File: config.mk
export PLATFORM = sky130hd
export DESIGN_NAME = dpc_mobile_end_flat
export DESIGN_NICKNAME = d
export VERILOG_FILES = /design/src/core/dpc_pkg.sv /design/src/core/dpc_link_if.sv /design/src/core/dpc_mobile_end.sv /design/src/flat_wrapper.sv
export SDC_FILE = /design/constraint.sdc
export NUM_CORES = 1
export LEC_CHECK = 0
export BUFFER_PORTS_ARGS = -buffer_cell sky130_fd_sc_hd__buf_2
export CORE_ASPECT_RATIO = 0.9
export CORE_MARGIN = 2
export CORE_UTILIZATION = 45
export CTS_BUF_LIST = sky130_fd_sc_hd__clkbuf_2 sky130_fd_sc_hd__clkbuf_4 sky130_fd_sc_hd__clkbuf_8
export CTS_CLUSTER_DIAMETER = 50
export DETAILED_ROUTE_END_ITERATION = 7
export PLACE_DENSITY_LB_ADDON = 0.12
export SYNTH_ARGS = -nofsm -noshare
export SYNTH_HDL_FRONTEND = slang
export SYNTH_SLANG_ARGS = --single-unit
File: constraint.sdc
create_clock -name clock_in -period 14.5 [get_ports clock_in]
set_clock_uncertainty 0.2 [all_clocks]
set_input_delay 1.45 -clock clock_in [delete_from_list [all_inputs] [get_ports clock_in]]
set_output_delay 1.45 -clock clock_in [all_outputs]
set_load 0.03 [all_outputs]
File: src/core/dpc_pkg.sv
package dpc_pkg;
    // Widths of the link and the APB port, and parameter defaults of the two ends
    localparam int SIR_W         = 16;
    localparam int ID_W          = 15;
    localparam int PWR_W         = 16;
    localparam int APB_AW        = 8;
    localparam int DATA_W        = 32;
    localparam int NUM_BEAMS_DEF = 4;
    localparam int MAX_OFS_DEF   = 7;

    // Register offsets of the mobile end
    localparam logic [7:0] REG_CTRL       = 8'h00;
    localparam logic [7:0] REG_SIR_TARGET = 8'h04;
    localparam logic [7:0] REG_THRESH     = 8'h08;
    localparam logic [7:0] REG_UL_POWER   = 8'h0C;
    localparam logic [7:0] REG_STATUS     = 8'h10;
    localparam logic [7:0] REG_BEAM_ID    = 8'h20;

    // Control and status field positions
    localparam int CTRL_DIV_BIT  = 0;
    localparam int CTRL_PRED_BIT = 1;
    localparam int CTRL_SHO_BIT  = 2;
    localparam int STAT_CMD_LSB  = 0;
    localparam int STAT_DATA_BIT = 2;
    localparam int STAT_PRIM_LSB = 4;
    localparam int STAT_ID_LSB   = 16;

    // Reset values
    localparam logic [SIR_W-1:0] SIR_TARGET_RST = 16'h0100;
    localparam logic [SIR_W-1:0] THRESH_RST     = 16'h0040;
    localparam logic [PWR_W-1:0] UL_POWER_RST   = 16'h0000;
    localparam logic [PWR_W-1:0] DL_POWER_RST   = 16'h0000;

    // Two-bit power command codes
    typedef enum logic [1:0] {
        DPC_DOWN_LARGE = 2'b00,
        DPC_DOWN_SMALL = 2'b01,
        DPC_UP_SMALL   = 2'b10,
        DPC_UP_LARGE   = 2'b11
    } dpc_cmd_e;
endpackage : dpc_pkg

File: src/core/dpc_link_if.sv
// Frame-rate link between the mobile terminal and one active beam
interface dpc_link_if;
    logic                        frame;
    logic [1:0]                  power_cmd;
    logic [dpc_pkg::ID_W-1:0]    beam_id;
    logic                        id_valid;
    logic [dpc_pkg::PWR_W-1:0]   ul_ctrl_power;
    logic                        data_on;
    logic [dpc_pkg::PWR_W-1:0]   dl_power;

    modport mobile (
        output frame, power_cmd, beam_id, id_valid, ul_ctrl_power,
        input  data_on, dl_power
    );
    modport beam (
        input  frame, power_cmd, beam_id, id_valid, ul_ctrl_power,
        output data_on, dl_power
    );
endinterface : dpc_link_if

File: src/core/dpc_mobile_end.sv
// Summary of operation
// Network steps control and data power equally
// Two-bit command: 00/01 above, 10/11 below target
// Soft handover without diversity: combine all beams
// Optional predicted change added before command choice
// Network updates power once per frame
// Codes map to -L, -S, +S, +L steps
// Only primary beam transmits the data channel; the beam end keeps data_on high on every beam while diversity_in is low
// Primary beam identifier sent in feedback field
// One 15-bit identifier per frame under diversity
// Under diversity, command uses primary beam only
// Highest pilot power beam becomes primary
// Non-primary only on mismatch and good quality
// New beam state applies at frame j+1+offset
// Uplink control power changes at frame start
// One fresh command per frame; target, threshold set
//
// Local design decisions: the APB interface to the registers and the register addresses.
module dpc_mobile_end #(
    parameter int NUM_BEAMS = dpc_pkg::NUM_BEAMS_DEF
) (
    // Clock and reset
    input  wire logic                         clock_in,
    input  wire logic                         rst_n_in,
    // APB slave
    input  wire logic                         psel_in,
    input  wire logic                         penable_in,
    input  wire logic                         pwrite_in,
    input  wire logic [dpc_pkg::APB_AW-1:0]   paddr_in,
    input  wire logic [dpc_pkg::DATA_W-1:0]   pwdata_in,
    output logic                              pready_out,
    output logic [dpc_pkg::DATA_W-1:0]        prdata_out,
    output logic                              pslverr_out,
    // Receiver measurements, one frame tick per uplink frame
    input  wire logic                         frame_tick_in,
    input  wire logic [NUM_BEAMS-1:0]         beam_active_in,
    input  wire logic [NUM_BEAMS*dpc_pkg::SIR_W-1:0] sir_est_in,
    input  wire logic [NUM_BEAMS*dpc_pkg::SIR_W-1:0] pilot_pwr_in,
    input  wire logic signed [dpc_pkg::SIR_W-1:0]    pred_delta_in,
    // Link to the active beams
    dpc_link_if.mobile                        link
);
    localparam int IDX_W = (NUM_BEAMS > 1) ? $clog2(NUM_BEAMS) : 1;
    localparam int EST_W = dpc_pkg::SIR_W + 4;

    generate
        if (NUM_BEAMS < 1 || NUM_BEAMS > 8) begin : g_bad_beams
            $error("NUM_BEAMS must lie between 1 and 8");
        end
    endgenerate

    // Software-visible configuration
    logic                         diversity_en;
    logic                         predict_en;
    logic                         soft_handover;
    logic [dpc_pkg::SIR_W-1:0]    sir_target;
    logic [dpc_pkg::SIR_W-1:0]    threshold;
    logic [dpc_pkg::PWR_W-1:0]    ul_power_pending;
    logic [dpc_pkg::ID_W-1:0]     beam_id [NUM_BEAMS];
    logic [IDX_W-1:0]             primary_idx;

    // Frame computation
    logic [IDX_W-1:0]             next_primary_idx;
    logic signed [EST_W-1:0]      next_est;
    logic [1:0]                   next_cmd;

    // APB decode
    logic                         setup_phase;
    logic                         write_done;
    logic                         addr_hit;
    logic [dpc_pkg::DATA_W-1:0]   read_word;

    // Command encoder: sign picks direction, magnitude picks step size
    function automatic logic [1:0] encode_cmd(
        input logic signed [EST_W-1:0] diff,
        input logic [dpc_pkg::SIR_W-1:0] thr
    );
        logic signed [EST_W-1:0] mag;
        logic                    far;
        mag = (diff < 0) ? -diff : diff;
        far = (mag > $signed({{(EST_W-dpc_pkg::SIR_W){1'b0}}, thr}));
        if (diff > 0) begin
            encode_cmd = far ? dpc_pkg::DPC_DOWN_LARGE
                             : dpc_pkg::DPC_DOWN_SMALL;
        end else begin
            encode_cmd = far ? dpc_pkg::DPC_UP_LARGE
                             : dpc_pkg::DPC_UP_SMALL;
        end
    endfunction : encode_cmd

    // Strongest active pilot becomes the primary candidate
    always_comb begin
        logic [dpc_pkg::SIR_W-1:0] best;
        best = '0;
        next_primary_idx = primary_idx;
        for (int i = 0; i < NUM_BEAMS; i++) begin
            if (beam_active_in[i] &&
                pilot_pwr_in[i*dpc_pkg::SIR_W +: dpc_pkg::SIR_W] >= best)
            begin
                best = pilot_pwr_in[i*dpc_pkg::SIR_W +: dpc_pkg::SIR_W];
                next_primary_idx = IDX_W'(i);
            end
        end
    end

    // Ratio estimate; inputs are linear so combining is a plain sum
    always_comb begin
        logic [EST_W-1:0] sum;
        sum = '0;
        if (diversity_en) begin
            sum = EST_W'(sir_est_in[next_primary_idx*dpc_pkg::SIR_W
                                    +: dpc_pkg::SIR_W]);
        end else if (soft_handover) begin
            for (int i = 0; i < NUM_BEAMS; i++) begin
                if (beam_active_in[i]) begin
                    sum = sum + EST_W'(sir_est_in[i*dpc_pkg::SIR_W
                                                  +: dpc_pkg::SIR_W]);
                end
            end
        end else begin
            sum = EST_W'(sir_est_in[dpc_pkg::SIR_W-1:0]);
        end
        next_est = $signed(sum);
        if (predict_en) begin
            next_est = next_est + EST_W'(pred_delta_in);
        end
        next_cmd = encode_cmd(next_est -
                              $signed(EST_W'(sir_target)), threshold);
    end

    // Link outputs change together at the frame boundary
    always_ff @(posedge clock_in or negedge rst_n_in) begin
        if (!rst_n_in) begin
            link.frame         <= 1'b0;
            link.power_cmd     <= dpc_pkg::DPC_UP_SMALL;
            link.beam_id       <= '0;
            link.id_valid      <= 1'b0;
            link.ul_ctrl_power <= dpc_pkg::UL_POWER_RST;
            primary_idx        <= '0;
        end else begin
            link.frame <= frame_tick_in;
            if (frame_tick_in) begin
                link.power_cmd     <= next_cmd;
                link.ul_ctrl_power <= ul_power_pending;
                primary_idx        <= next_primary_idx;
                link.beam_id       <= beam_id[next_primary_idx];
                link.id_valid      <= diversity_en;
            end
        end
    end

    // APB handshake: answer in the first access cycle
    assign setup_phase = psel_in && !penable_in;
    assign write_done  = psel_in && penable_in && pready_out && pwrite_in;

    // Address decode and read mux
    always_comb begin
        logic [dpc_pkg::APB_AW-1:0] rel;
        rel       = paddr_in - dpc_pkg::REG_BEAM_ID;
        addr_hit  = 1'b1;
        read_word = '0;
        case (paddr_in)
            dpc_pkg::REG_CTRL: begin
                read_word[dpc_pkg::CTRL_DIV_BIT]  = diversity_en;
                read_word[dpc_pkg::CTRL_PRED_BIT] = predict_en;
                read_word[dpc_pkg::CTRL_SHO_BIT]  = soft_handover;
            end
            dpc_pkg::REG_SIR_TARGET: begin
                read_word[dpc_pkg::SIR_W-1:0] = sir_target;
            end
            dpc_pkg::REG_THRESH: begin
                read_word[dpc_pkg::SIR_W-1:0] = threshold;
            end
            dpc_pkg::REG_UL_POWER: begin
                read_word[dpc_pkg::PWR_W-1:0] = ul_power_pending;
            end
            dpc_pkg::REG_STATUS: begin
                read_word[dpc_pkg::STAT_CMD_LSB +: 2] = link.power_cmd;
                read_word[dpc_pkg::STAT_DATA_BIT]     = link.data_on;
                read_word[dpc_pkg::STAT_PRIM_LSB +: IDX_W] = primary_idx;
                read_word[dpc_pkg::STAT_ID_LSB +: dpc_pkg::PWR_W] =
                    link.dl_power;
            end
            default: begin
                addr_hit = 1'b0;
                if (paddr_in >= dpc_pkg::REG_BEAM_ID &&
                    rel[1:0] == 2'b00 && (rel >> 2) < NUM_BEAMS) begin
                    addr_hit = 1'b1;
                    read_word[dpc_pkg::ID_W-1:0] =
                        beam_id[rel[IDX_W+1:2]];
                end
            end
        endcase
    end

    // APB response registers
    always_ff @(posedge clock_in or negedge rst_n_in) begin
        if (!rst_n_in) begin
            pready_out  <= 1'b0;
            prdata_out  <= '0;
            pslverr_out <= 1'b0;
        end else begin
            pready_out  <= setup_phase;
            pslverr_out <= setup_phase && !addr_hit;
            prdata_out  <= (setup_phase && !pwrite_in) ? read_word : '0;
        end
    end

    // Configuration writes; unmapped writes change nothing
    always_ff @(posedge clock_in or negedge rst_n_in) begin
        if (!rst_n_in) begin
            diversity_en     <= 1'b0;
            predict_en       <= 1'b0;
            soft_handover    <= 1'b0;
            sir_target       <= dpc_pkg::SIR_TARGET_RST;
            threshold        <= dpc_pkg::THRESH_RST;
            ul_power_pending <= dpc_pkg::UL_POWER_RST;
        end else if (write_done) begin
            case (paddr_in)
                dpc_pkg::REG_CTRL: begin
                    diversity_en  <= pwdata_in[dpc_pkg::CTRL_DIV_BIT];
                    predict_en    <= pwdata_in[dpc_pkg::CTRL_PRED_BIT];
                    soft_handover <= pwdata_in[dpc_pkg::CTRL_SHO_BIT];
                end
                dpc_pkg::REG_SIR_TARGET: begin
                    sir_target <= pwdata_in[dpc_pkg::SIR_W-1:0];
                end
                dpc_pkg::REG_THRESH: begin
                    threshold <= pwdata_in[dpc_pkg::SIR_W-1:0];
                end
                dpc_pkg::REG_UL_POWER: begin
                    ul_power_pending <= pwdata_in[dpc_pkg::PWR_W-1:0];
                end
                default: begin
                end
            endcase
        end
    end

    // Beam identifier table, one word per beam
    always_ff @(posedge clock_in or negedge rst_n_in) begin
        if (!rst_n_in) begin
            for (int i = 0; i < NUM_BEAMS; i++) begin
                beam_id[i] <= '0;
            end
        end else begin
            for (int i = 0; i < NUM_BEAMS; i++) begin
                if (write_done &&
                    paddr_in == dpc_pkg::REG_BEAM_ID + 8'(4 * i)) begin
                    beam_id[i] <= pwdata_in[dpc_pkg::ID_W-1:0];
                end
            end
        end
    end
endmodule : dpc_mobile_end

File: src/flat_wrapper.sv
// flat-port wrapper written by rule: the top's interface ports become plain ports
module dpc_mobile_end_flat 
#(
    parameter int NUM_BEAMS = dpc_pkg::NUM_BEAMS_DEF
)
  (clock_in, rst_n_in, psel_in, penable_in, pwrite_in, paddr_in, pwdata_in, pready_out, prdata_out, pslverr_out, frame_tick_in, beam_active_in, sir_est_in, pilot_pwr_in, pred_delta_in, link_frame, link_power_cmd, link_beam_id, link_id_valid, link_ul_ctrl_power, link_data_on, link_dl_power);
  dpc_link_if link_i ();
  input  wire logic clock_in;
  input  wire logic rst_n_in;
  input  wire logic psel_in;
  input  wire logic penable_in;
  input  wire logic pwrite_in;
  input  wire logic [dpc_pkg::APB_AW-1:0] paddr_in;
  input  wire logic [dpc_pkg::DATA_W-1:0] pwdata_in;
  output logic pready_out;
  output logic [dpc_pkg::DATA_W-1:0] prdata_out;
  output logic pslverr_out;
  input  wire logic frame_tick_in;
  input  wire logic [NUM_BEAMS-1:0] beam_active_in;
  input  wire logic [NUM_BEAMS*dpc_pkg::SIR_W-1:0] sir_est_in;
  input  wire logic [NUM_BEAMS*dpc_pkg::SIR_W-1:0] pilot_pwr_in;
  input  wire logic signed [dpc_pkg::SIR_W-1:0] pred_delta_in;
  output wire logic [$bits(link_i.frame)-1:0] link_frame;
  output wire logic [$bits(link_i.power_cmd)-1:0] link_power_cmd;
  output wire logic [$bits(link_i.beam_id)-1:0] link_beam_id;
  output wire logic [$bits(link_i.id_valid)-1:0] link_id_valid;
  output wire logic [$bits(link_i.ul_ctrl_power)-1:0] link_ul_ctrl_power;
  input wire logic [$bits(link_i.data_on)-1:0] link_data_on;
  input wire logic [$bits(link_i.dl_power)-1:0] link_dl_power;
  assign link_frame = link_i.frame;
  assign link_power_cmd = link_i.power_cmd;
  assign link_beam_id = link_i.beam_id;
  assign link_id_valid = link_i.id_valid;
  assign link_ul_ctrl_power = link_i.ul_ctrl_power;
  assign link_i.data_on = link_data_on;
  assign link_i.dl_power = link_dl_power;
  dpc_mobile_end #(.NUM_BEAMS(NUM_BEAMS)) u_core (.clock_in(clock_in), .rst_n_in(rst_n_in), .psel_in(psel_in), .penable_in(penable_in), .pwrite_in(pwrite_in), .paddr_in(paddr_in), .pwdata_in(pwdata_in), .pready_out(pready_out), .prdata_out(prdata_out), .pslverr_out(pslverr_out), .frame_tick_in(frame_tick_in), .beam_active_in(beam_active_in), .sir_est_in(sir_est_in), .pilot_pwr_in(pilot_pwr_in), .pred_delta_in(pred_delta_in), .link(link_i));
endmodule
==> run summary <==
Status: complete, but fails checks
Width of the chip: 206 µm
Gp weighted congestion: 0.918
Fmax achieved: 0.0720 GHz
FF-to-FF path depth: 37
Primary FF master, synth: dfrtp_1
Cells after synthesis: 1806
Min cycle time layout: 13.88 ns
Area delta synth->final: 18.5%
Post-route cell area: 19500 µm²
Drt first pass iters: 7
IO buf count: 263
Worst setup EP type: register
Yosys top cell area share: 27.2%
Initial Utilization: 45.6%
CP max stage cell: o31a_1
Register bit total from synthesis: 182
Pre-CTS WS: -0.289 ns
Setup violators final: 0
Bufs on Longest Clock Path: 2
R2R setup slack: 5.12 ns
Die Y: 185 µm
CTS tree: done
DP Area: 18800 µm²
Commonest non-fill, non-tap cells in the layout: buf_2, dfrtp_1, mux2_2, ha_1, nand2_1
Inserted Clock Buffers: 17
Asr flop ratio synth: 100%
CTS Sinks: 182
Slew Viols, Final: 0
CP max FO: 12
Critical path endpoint: u_core.link.power_cmd[0]$_DFFE_PN0P_
Peak VDD IR: 53.0 µV
Iter 0 DRT Violations: 989
Max Cap Viol: 1
Synth Net Count: 2172
FP Rows: 66
DRC: 0
Fin crit share: 95.7%
Worst stage delay on the critical path: 0.38 ns
Post-route setup slack: 0.617 ns
Hold WC Path Type: register to register
Final Routed Wirelength: 49.8 mm
Seq/Total Area, Yosys: 27.7%
Synth area leader: dfrtp_1
Layout filler cell count: 3374
H-tree depth: 4
Worst-margin pin slew: 1.43 ns
Critical Path AT: 14.06 ns
Core box area: 36100 µm²
Wirelength per Cell: 19.1 µm
Reg-to-reg startpoint: u_core.diversity_en$_DFFE_PN0P_
Max-slew headroom: 2.06%
Skew-Pair Late Insertion Delay: 0.48 ns
Largest net degree at the start of global routing: 108
Clock transition at path regs: 0.10 ns
Worst setup path start: beam_active_in[0]
Die area: 38100 µm²
Number of flops mapped to enable cells by yosys: 0
Synth unique cells: 94
Vias in the first global route: 14335
Worst setup path class: primary input to register
Final net count: 2476
Total congestion overflow: 0
Worst R2R End: u_core.link.power_cmd[0]$_DFFE_PN0P_
Avg Cell Area, Syn: 9.12 µm²
Fin. Hold Viols: 0
I/O Pins: 280
Leakage: 9.61 nW
Layout cells sized above 1: 30.9%
Required @ worst endpoint: 14.68 ns
Critical path startpoint category: primary input
Routed Antenna Nets: 0
Post-DR vias/cell: 5.77
Pwr dens: 77.7 nW/µm²
Syn Std Cell Area: 16500 µm²
Synthesis Warnings: 0
Setup TNS: 0 ns
Synth area leaders: dfrtp_1, ha_1, mux2_2
DR vias: 15003
Initial antenna violation count: 1
Failing checks: capacitance limit
Overall routing resource usage: 25.7%
First-pass GRT wire length: 77.0 mm
Final HPWL DP: 39.5 mm
Commonest non-fill, non-tap cell in the layout: buf_2
Clock root cell: clkbuf_8
[cell type report]
cell class                 count  area (µm²)  area share, %
antenna                        1        2.50         0.0128
clock buffer                  18         248           1.27
timing repair buffer         367        2130           10.9
sequential                   182        4560           23.4
multi-input combinational   1458       11500           59.0
tap                          476         596           3.05
clock inverter                13         156          0.801
inverter                      84         315           1.62
[logic make-up after synthesis]
family	count (synthesis)	share of synthesized area, %
flops	182	27.7
compound gates	498	20.7
xor+xnor	71	3.78
buf+inv	166	3.90
simple gates	492	14.8
fa+ha+maj	155	12.0
mux	242	17.1
[state kept, by name (all words and copies together) (netlist names)]
name	cells
u_core.beam_id	60
u_core.prdata_out	32
u_core.link.ul_ctrl_power	16
u_core.sir_target	16
u_core.threshold	16
u_core.ul_power_pending	16
u_core.link.beam_id	15
u_core.link.power_cmd	2
u_core.primary_idx	2
u_core.diversity_en	1
u_core.link.frame	1
u_core.link.id_valid	1
u_core.pready_out	1
u_core.predict_en	1
u_core.pslverr_out	1
u_core.soft_handover	1
[repair_timing]
action                     CTS  global route
setup endpoints to repair    0             1
hold buffers                 0             0
gates resized for setup      0            54
buffers inserted             0             9
[Yosys cell counts, drive strengths merged (20+ instances only)]
cell type,n
clkbuf,65
mux2i,61
a21o,46
xnor2,55
nand2b,22
o211ai,20
inv,81
nor2b,35
and2,52
ha,150
a21oi,118
nor3,27
mux2,166
o21ai,79
dfrtp,179
a211oi,41
nand3,24
a31oi,35
nand2,138
nor2,127
o21a,20
[routing by layer]
layer | vias up | wire, µm | global-route usage [%]
met5 | - | 0 | 0
met2 | 381 | 22400 | 41.6
met3 | 51 | 2450 | 3.57
li1 | 7313 | - | -
met4 | 0 | 844 | 5.24
met1 | 7258 | 24100 | 36.8
[worst min path at each step]
stage	slack, ns	to	depth (start not counted)	startpoint
2_1_floorplan	0.28	u_core.sir_target[15]$_DFFE_PN0P_	1	u_core.sir_target[15]$_DFFE_PN0P_
3_3_place_gp	0.29	u_core.sir_target[9]$_DFFE_PN0P_	1	u_core.sir_target[9]$_DFFE_PN0P_
3_5_place_dp	0.29	u_core.link.ul_ctrl_power[2]$_DFFE_PN0P_	1	u_core.link.ul_ctrl_power[2]$_DFFE_PN0P_
4_1_cts	0.31	u_core.link.ul_ctrl_power[2]$_DFFE_PN0P_	1	u_core.link.ul_ctrl_power[2]$_DFFE_PN0P_
5_1_grt	0.33	u_core.sir_target[6]$_DFFE_PN0P_	1	u_core.sir_target[6]$_DFFE_PN0P_
6_report	0.31	u_core.link.ul_ctrl_power[10]$_DFFE_PN0P_	1	u_core.link.ul_ctrl_power[10]$_DFFE_PN0P_
[where the power goes]
part	internal, mW	switching [mW]
Clock	0.148	0.202
Sequential	0.512	0.00595
Combinational	0.282	0.366
[worst max-delay path, delay by kind of cell]
kind,cells,cell delay [ns]
AO/OA/AOI/OAI,35,7.00
AND/OR/NAND/NOR,17,2.27
adder cells (fa/ha/maj),6,1.59
buffers and inverters,9,1.48
XOR/XNOR,2,0.22
[stage by stage]
| step | utilization [%] | power (mW) | hold slack, ns | instances |
|---|---|---|---|---|
| after CTS | 53.3 | 1.50 | 0.314 | 2589 |
| after floorplan | - | 0.953 | 0.279 | 1806 |
| after global placement | 52.1 | 1.14 | 0.287 | 2558 |
| after global routing | 54.1 | 1.61 | 0.325 | 2599 |
| after detailed placement | 52.1 | 1.15 | 0.290 | 2558 |
| final | 54.1 | 1.52 | 0.313 | 2599 |
No activity file was read; power rests on OpenSTA's default activity.
